`src/hw/core_supply_pkg.sv`:
```
// constants and states for the external core supply control block
// assumes a single 250 MHz clock shared by all users of this package
package core_supply_pkg;

   // clock period and counter width
   localparam int CLK_PERIOD_NS = 4;
   localparam int CNT_W = 32;

   // spike filter: an excursion must last at least this long to count
   localparam int RR_TIME_NS = 10000;
   localparam logic [31:0] RR_CYCLES =
      32'((RR_TIME_NS + CLK_PERIOD_NS - 1) / CLK_PERIOD_NS);

   // default figures for the long timers, overridable at the top
   localparam int STG_TIME_NS_DEF = 4000000;
   localparam int RESET_DELAY_NS_DEF = 10000000;

   // reset values of the enable, reset and sync outputs
   localparam logic ENABLE_RST = 1'b0;
   localparam logic RESET_OUT_RST = 1'b0;
   localparam logic SYNC_RST = 1'b0;

   // level of the option pin when left open (internal pull-up)
   localparam logic OPTION_OPEN_LEVEL = 1'b1;

   // sequencing states
   typedef enum logic [2:0]
   {
      st_power_up,
      st_core_wait,
      st_reset_delay,
      st_normal,
      st_safe_shutdown
   } state_t;

endpackage

```
`src/hw/ext_core_supply_control.sv`:
```
// sequencing, monitoring and sync output for an external core post regulator
// assumes analog comparators and the option pin arrive asynchronously,
// while spi settings and the pre-regulator phase come from clk logic
`timescale 1ns/1ps
module ext_core_supply_control
#(
   parameter int STG_TIME_NS = core_supply_pkg::STG_TIME_NS_DEF,
   parameter int RESET_DELAY_NS = core_supply_pkg::RESET_DELAY_NS_DEF
)
(
   // clock and reset
   input wire logic clk,
   input wire logic rst,
   // board pins and comparators (asynchronous)
   input wire logic core_option_select_pin,
   input wire logic prereg_present,
   input wire logic micro_ldo_above_low,
   input wire logic core_voltage_monitor_in_under,
   input wire logic core_voltage_monitor_in_over,
   // pre-regulator switching phase (clk domain)
   input wire logic prereg_phase,
   // spi settings and flag clears (clk domain)
   input wire logic sync_enable,
   input wire logic sync_invert,
   input wire logic [1:0] reset_delay_sel,
   input wire logic clear_ground_short,
   input wire logic clear_over_voltage,
   input wire logic clear_under_voltage,
   // outputs
   output logic post_reg_enable_out,
   output logic switching_sync_out,
   output logic reset_output,
   output logic vref_ldo_enable,
   output logic core_option_active,
   output logic ground_short_flags,
   output logic over_voltage_flags,
   output logic under_voltage_flags
);

   // long counts derived from the top-level times
   localparam logic [31:0] STG_CYCLES =
      32'((STG_TIME_NS + core_supply_pkg::CLK_PERIOD_NS - 1) / core_supply_pkg::CLK_PERIOD_NS);
   localparam logic [31:0] RD_CYCLES =
      32'((RESET_DELAY_NS + core_supply_pkg::CLK_PERIOD_NS - 1) / core_supply_pkg::CLK_PERIOD_NS);

   logic [4:0] pin_meta;
   logic [4:0] pin_sync;
   logic opt_s, pre_s, micro_s, under_s, over_s;
   core_supply_pkg::state_t state, next_state;
   logic next_enable, next_reset, next_vref, next_ext, next_sync;
   logic next_gs_flag, next_ov_flag, next_uv_flag;
   logic [31:0] ov_cnt, next_ov_cnt, uv_cnt, next_uv_cnt, stg_cnt, next_stg_cnt;
   logic [31:0] delay_cnt, next_delay_cnt, delay_target;
   logic monitor_on, ov_det, uv_det, stg_det;

   // two-stage synchroniser for all asynchronous inputs
   always_ff @(posedge clk)
   begin
      pin_meta <= {core_option_select_pin, prereg_present, micro_ldo_above_low,
                   core_voltage_monitor_in_under, core_voltage_monitor_in_over};
      pin_sync <= pin_meta;
   end

   assign {opt_s, pre_s, micro_s, under_s, over_s} = pin_sync;

   // monitor only while the external regulator is in use
   assign monitor_on = core_option_active && post_reg_enable_out;
   assign ov_det = ov_cnt >= core_supply_pkg::RR_CYCLES;
   assign uv_det = uv_cnt >= core_supply_pkg::RR_CYCLES;
   assign stg_det = stg_cnt >= STG_CYCLES;
   assign delay_target = 32'(RD_CYCLES * ({30'h0, reset_delay_sel} + 32'h1));

   // next-state logic for sequencing, monitoring and flags
   always_comb
   begin
      next_state = state;
      next_enable = post_reg_enable_out;
      next_reset = reset_output;
      next_vref = vref_ldo_enable;
      next_ext = core_option_active;
      next_delay_cnt = delay_cnt;
      // saturating persistence counters, cleared on any gap
      next_ov_cnt = (over_s && monitor_on) ? (ov_det ? ov_cnt : ov_cnt + 32'h1) : 32'h0;
      next_uv_cnt = (under_s && monitor_on) ? (uv_det ? uv_cnt : uv_cnt + 32'h1) : 32'h0;
      next_stg_cnt = (under_s && monitor_on) ? (stg_det ? stg_cnt : stg_cnt + 32'h1) : 32'h0;
      // sticky flags; a new event beats a clear
      next_gs_flag = ground_short_flags && !clear_ground_short;
      next_ov_flag = over_voltage_flags && !clear_over_voltage;
      next_uv_flag = under_voltage_flags && !clear_under_voltage;
      case (state)
         core_supply_pkg::st_power_up:
         begin
            // wait for prereg and micro ldo
            if (pre_s && micro_s)
            begin
               // the only place the option pin is read
               // open pin selects the external option
               next_ext = (opt_s == core_supply_pkg::OPTION_OPEN_LEVEL);
               if (opt_s == core_supply_pkg::OPTION_OPEN_LEVEL)
               begin
                  next_enable = 1'b1;
                  next_state = core_supply_pkg::st_core_wait;
               end
               else
               begin
                  // no option: reference starts at once
                  next_vref = 1'b1;
                  next_delay_cnt = 32'h0;
                  next_state = core_supply_pkg::st_reset_delay;
               end
            end
         end
         core_supply_pkg::st_core_wait:
         begin
            // reference waits for core above low threshold
            if (!under_s)
            begin
               next_vref = 1'b1;
               next_delay_cnt = 32'h0;
               next_state = core_supply_pkg::st_reset_delay;
            end
         end
         core_supply_pkg::st_reset_delay:
         begin
            // release reset when the delay expires
            if (delay_cnt >= delay_target - 32'h1)
            begin
               next_reset = 1'b1;
               next_state = core_supply_pkg::st_normal;
            end
            else
            begin
               next_delay_cnt = delay_cnt + 32'h1;
            end
         end
         core_supply_pkg::st_normal:
         begin
            next_state = core_supply_pkg::st_normal;
         end
         default:
         begin
            // safe shutdown holds enable, reference and reset off until reset
            next_enable = 1'b0;
            next_vref = 1'b0;
            next_reset = 1'b0;
         end
      endcase
      if (state != core_supply_pkg::st_safe_shutdown)
      begin
         if (ov_det || stg_det)
         begin
            // persistent under-voltage is a ground short
            next_state = core_supply_pkg::st_safe_shutdown;
            next_enable = 1'b0;
            next_vref = 1'b0;
            next_reset = 1'b0;
            next_ov_flag = next_ov_flag || ov_det;
            next_gs_flag = next_gs_flag || stg_det;
            next_uv_flag = next_uv_flag || uv_det;
         end
         else if (uv_det)
         begin
            // short under-voltage: back to startup, regulator stays on
            next_uv_flag = 1'b1;
            if (state == core_supply_pkg::st_reset_delay || state == core_supply_pkg::st_normal)
            begin
               next_state = core_supply_pkg::st_core_wait;
               next_reset = 1'b0;
            end
         end
      end
      // sync follows prereg phase, optionally inverted
      next_sync = sync_enable && (prereg_phase ^ sync_invert);
   end

   // state registers
   always_ff @(posedge clk)
   begin
      if (rst)
      begin
         state <= core_supply_pkg::st_power_up;
         post_reg_enable_out <= core_supply_pkg::ENABLE_RST;
         reset_output <= core_supply_pkg::RESET_OUT_RST;
         vref_ldo_enable <= 1'b0;
         core_option_active <= 1'b0;
         switching_sync_out <= core_supply_pkg::SYNC_RST;
         ground_short_flags <= 1'b0;
         over_voltage_flags <= 1'b0;
         under_voltage_flags <= 1'b0;
         ov_cnt <= 32'h0;
         uv_cnt <= 32'h0;
         stg_cnt <= 32'h0;
         delay_cnt <= 32'h0;
      end
      else
      begin
         state <= next_state;
         post_reg_enable_out <= next_enable;
         reset_output <= next_reset;
         vref_ldo_enable <= next_vref;
         core_option_active <= next_ext;
         switching_sync_out <= next_sync;
         ground_short_flags <= next_gs_flag;
         over_voltage_flags <= next_ov_flag;
         under_voltage_flags <= next_uv_flag;
         ov_cnt <= next_ov_cnt;
         uv_cnt <= next_uv_cnt;
         stg_cnt <= next_stg_cnt;
         delay_cnt <= next_delay_cnt;
      end
   end
endmodule

```
`config.mk`:
```
export PLATFORM = sky130hd
export DESIGN_NAME = ext_core_supply_control
export DESIGN_NICKNAME = d
export VERILOG_FILES = /design/src/hw/core_supply_pkg.sv /design/src/hw/ext_core_supply_control.sv
export SDC_FILE = /design/constraint.sdc
export NUM_CORES = 1
export LEC_CHECK = 0
export ABC_AREA = 0
export BUFFER_PORTS_ARGS = -buffer_cell sky130_fd_sc_hd__clkbuf_2
export CORE_MARGIN = 4
export CORE_UTILIZATION = 50
export CTS_BUF_LIST = sky130_fd_sc_hd__clkbuf_16
export DETAILED_ROUTE_END_ITERATION = 6
export GPL_TIMING_DRIVEN = 0
export HOLD_SLACK_MARGIN = 0.03
export PLACE_DENSITY = 0.68
export SETUP_SLACK_MARGIN = 0.1
export SYNTH_ARGS = -nofsm -noshare
export SYNTH_HDL_FRONTEND = slang
export SYNTH_SLANG_ARGS = --single-unit
```
`constraint.sdc`:
```
create_clock -name clk -period 4.76 [get_ports clk]
set_input_delay 0.476 -clock clk [delete_from_list [all_inputs] [get_ports clk]]
set_output_delay 0.476 -clock clk [all_outputs]
set_load 0.05 [all_outputs]
```
=== Yosys cells after proc, flatten, opt, wreduce, memory -nomap -nowiden ===
Cells that the tools add are included.
Widths: inputs -> output; s select.

* $add $sub $neg: 6
* Multipliers: 1
* $lt $le $gt $ge: 4
* Equality and inequality tests: 8
* Multiplexer cells: 38
* Bitwise gates (word level): 3
* Reductions and logical operators: 25

{| class="wikitable"
|+ Operators with widths
! cell !! count
|-
| $add 32x1->32 const B || 4
|-
| $mux 32 || 4
|-
| $pmux 32 s3 || 1
|-
| $ge 32x12->1 const B || 2
|-
| $ge 32x20->1 const B || 1
|-
| $ge 32x32->1 || 1
|-
| $sub 25x1->26 const B || 1
|-
| $mux 1 || 21
|-
| $mux 3 || 7
|-
| $mul 17x3->20 const A || 1
|-
| $pmux 3 s4 || 1
|-
| $logic_and 1x1->1 || 8
|-
| $ne 2x2->1 const B || 4
|-
| $eq 3x2->1 const B || 2
|-
| $reduce_or 2->1 || 3
|-
| $reduce_or 3->1 || 2
|-
| $logic_or 1x1->1 || 5
|-
| $reduce_and 5->1 || 1
|-
| $pmux 1 s2 || 2
|-
| $add 2x1->3 const B || 1
|-
| $eq 3x1->1 const B || 1
|-
| $logic_not 1->1 || 3
|-
| $logic_not 3->1 || 1
|-
| $ne 3x3->1 const B || 1
|-
| 6 further kinds || 7
|}

* Bits in registers: 149

=== Longest topological paths before layout ===
* Depth after elaboration: 10
* Mapped depth: 14
* Gate-level depth less buffers: 12

=== Worst setup path before layout ===
OpenSTA, ideal clock, no wires.

* Path type: input port to flip-flop
* From: input port reset_delay_sel[0]
* To: register delay_cnt[12]
* Data arrival time: 3009 ps
* Setup slack: 1635 ps
* Stages on the path: 10
* Cells stage by stage: inv_1 > ha_1 > inv_1 > ha_1 > nand4_1 > o21ai_0 > or4_1 > a2111oi_0 > a21oi_1 > a31o_2

* Longest elaborated chain between the ends: 6

{| class="wikitable"
|+ RTL lines
! element !! RTL line !! source
|-
| start: declaration || ext_core_supply_control.sv:25 || <nowiki>input wire logic [1:0] reset_delay_sel,</nowiki>
|-
| $add 2x1->3 || ext_core_supply_control.sv:71 || <nowiki>assign delay_target = 32'(RD_CYCLES * ({30'h0, reset_delay_sel} + 32'h1));</nowiki>
|-
| $mul 17x3->20 || ext_core_supply_control.sv:71 ||
|-
| $sub 25x1->26 || ext_core_supply_control.sv:126 || <nowiki>if (delay_cnt >= delay_target - 32'h1)</nowiki>
|-
| $ge 32x32->1 || ext_core_supply_control.sv:126 ||
|-
| $ne 2x2->1 (no line) || - ||
|-
| $reduce_and 5->1 (no line) || - ||
|-
| end signal: assignment || ext_core_supply_control.sv:209 || <nowiki>delay_cnt <= next_delay_cnt;</nowiki>
|-
| end: declaration || ext_core_supply_control.sv:53 || <nowiki>logic [31:0] delay_cnt, next_delay_cnt, delay_target;</nowiki>
|}

No other way between the ends.
A chain may end at the register's enable or synchronous reset.

=== Worst setup path in the final report ===
* From: input port reset_delay_sel[0]
* To: register delay_cnt[0]

The elaborated chain is that of the path after synthesis.

==> results.md <==
- Setup bufs post-CTS: 0
- Total CTS buffers: 17
- Synthesis-to-finish area growth: 13.2%
- Placed cells: 933
- First-pass GRT wire length: 25300 µm
- DR iter-0 viols: 361
- Slowest-stage cell, CP: ha_1
- Cts hold-fix bufs: 0
- Initial core utilization: 52.0%
- Die width: 123 µm
- Via count: 5574
- Crit-path cells: clkbuf_2 > inv_1 > ha_1 > nand4_1 > ha_1 > nand2_1 > or4_1 > nor4_1 > o41a_1 > buf_2 > buf_1 > o21ai_0 > a21oi_1
- Worst stage delay on the critical path: 0.45 ns
- Fraction of layout cells with a size suffix above 1: 7.94%
- CTS tree: built
- Ant diodes: 0
- R2r worst-path depth: 9
- Min-Delay Path Depth: 1
- CTS Root Cell: clkbuf_16
- Relative slew slack: 23.9%
- FF+latch area: 2980 µm²
- Outcome: complete, no violations
- PwrDens: 347 nW/µm²
- Layout Skew: 0.0131 ns
- Crit start category: primary input
- Max FO, Critical Path: 10
- Maximum VDD drop: 0.216 mV
- Avg Cell Area, Syn: 9.05 µm²
- Final WL: 15200 µm
- Max-cap viol count: 0
- Rows: 41
- IO Pins: 23
- Crit path kind: primary input to flop
- Post-Layout Cell Count: 965
- Nets: 831
- PnR worst setup slack: 1.06 ns
- Worst path most repeated cell: ha_1
- Yosys reg bits: 149
- Tot GR Track Use: 20.8%
- Die ar.: 15200 µm²
- Vias in the first global route: 5410
- Min cycle time layout: 3.70 ns
- WHS: 0.163 ns
- Routability cong.: 0.884
- Fmax: 270 MHz
- Setup Viol. Count Final: 0
- Number of fill cells: 1141
- Final core occ: 58.8%
- Via density: 5.78
- Post-synth EDFFs: 0
- Commonest non-fill, non-tap cells in the layout: dfxtp_1, nor2_1, and3_1
- Worst EP arrival: 4.04 ns
- DRT antenna net count: 0
- Post_cts resized: 0
- Gr ovfl total: 0
- Longest Clk Path Bufs: 2
- Synth unique cells: 54
- CP required: 5.10 ns
- Fin. Hold Viols: 0
- Leak: 2.94 nW
- Clock sink count: 149
- # port buffers: 22
- Crit path capture type: flop
- Routed WL per cell: 15.7 µm
- Slew @ Worst Pin: 1.13 ns
- Worst skew pair latency: 0.42 ns
- RSZ-0062 raised after global routing: false
- DRC: 0
- Most common cell after layout, fill and taps aside: dfxtp_1
- Clock-pin slew on the worst setup and hold paths: 0.06 ns
- Yosys warning count: 0
- Hold WC Path Type: primary input to flop
- Setup TNS: 0 ns
- Syn Inst Count: 736
- DR pass1 iterations: 5
- DP Worst Slack: 0.674 ns
- Die H: 123 µm
- Post-synthesis sequential area ratio: 44.8%
- Initial antenna violation count: 0
- Post-synthesis cell area: 6660 µm²
- Most used DFF post-synth: dfxtp_1
- Core area: 12800 µm²
- Fin crit share: 77.8%
- Fin. max-slew vios: 0
- Post-synth ARST share: 0%
- H-tree levels: 4
- Area of the multi-input gates: 3470 µm²
- Post-DP HPWL: 11000 µm
- Largest net degree at the start of global routing: 17
## worst max-delay path, delay by kind of cell
kind | cells | cell delay, ns
compound gates | 3 | 0.69
simple gates | 4 | 0.97
fa+ha+maj | 2 | 0.74
buf+inv | 4 | 1.16
## registers in the layout, indices dropped and copies added (netlist names)
name / count
ov_cnt: 32
core_option_active: 1
reset_output: 1
state: 3
ground_short_flags: 1
under_voltage_flags: 1
pin_meta: 5
over_voltage_flags: 1
pin_sync: 5
vref_ldo_enable: 1
stg_cnt: 32
uv_cnt: 32
post_reg_enable_out: 1
delay_cnt: 32
switching_sync_out: 1
## cell usage after synthesis, drive strengths merged (2+ instances only)
master,n,share of area [%]
nand3,31,2.4
and4,3,0.39
o32ai,3,0.39
nand2b,10,0.94
a21o,6,0.68
or4,24,2.7
a31oi,2,0.19
o31ai,11,1.2
nand4,33,3.1
o2111ai,3,0.39
nor4,29,2.8
xor2,22,2.9
buf,5,0.34
nor4bb,2,0.30
o21ai,13,0.98
clkbuf,28,1.6
a211oi,4,0.53
nand2,55,3.1
or2,2,0.19
a21oi,38,2.9
and2,6,0.56
nor3,12,0.90
o211ai,8,0.90
mux2i,11,1.7
ha,36,6.8
dfxtp,149,45
o41ai,2,0.26
a2111oi,3,0.96
a211o,3,0.39
nor3b,3,0.34
and3,59,5.5
o21a,3,0.34
xnor2,12,1.6
or3,6,0.56
inv,25,1.4
nor2,61,3.4
## cell type report
class                      instances  area share, %
tap                              172           2.85
timing repair buffer              22           1.46
clock inverter                    15           1.54
multi-input combinational        532           46.0
inverter                          25           1.24
sequential                       149           39.6
buffer                            33           1.69
clock buffer                      17           5.64
## metal layers
layer / routed length [µm] / GRT usage, %
met5: 0 / 0
met4: 293 / 7.34
met3: 515 / 4.44
met2: 7770 / 37.2
met1: 6580 / 24.6
## final timing paths
| path | slack, ns | endpoint | from |
|---|---|---|---|
| hold reg to reg | 0.33 | pin_sync[1] | pin_meta[1] |
| setup / recovery | 1.06 | delay_cnt[0] | reset_delay_sel[0] |
| setup reg to reg | 1.66 | delay_cnt[0] | delay_cnt[27] |
| hold / removal | 0.16 | pin_meta[1] | core_voltage_monitor_in_under |
## per-stage QoR
| step | total power (W) | area (µm²) |
|---|---|---|
| finish | 0.00262 | 7540 |
| global route | 0.00270 | 7540 |
| CTS | 0.00264 | 7540 |
| detailed placement | 0.00143 | 7000 |
| global placement | 0.00142 | 7000 |
| floorplan | 0.00138 | 6670 |
## cell families (layout without fill, tap and decap cells)
logic type | Yosys count | count (layout) | synth area share [%]
compound gates | 107 | 107 | 11.2
xor+xnor | 34 | 34 | 4.47
fa+ha+maj | 36 | 36 | 6.76
buf+inv | 58 | 112 | 3.32
flops | 149 | 149 | 44.8
mux | 11 | 11 | 1.65
other cells | 1 | 4 | 0.0563
simple gates | 340 | 340 | 27.8
## where the power goes
part / leakage, nW / internal [W] / switching [W] / total (W)
Combinational: 1.48 / 0.0000395 / 0.0000937 / 0.000133
Sequential: 1.20 / 0.00126 / 0.00000817 / 0.00127
Clock: 0.259 / 0.000710 / 0.000508 / 0.00122
(Power assumes the default switching activity.)
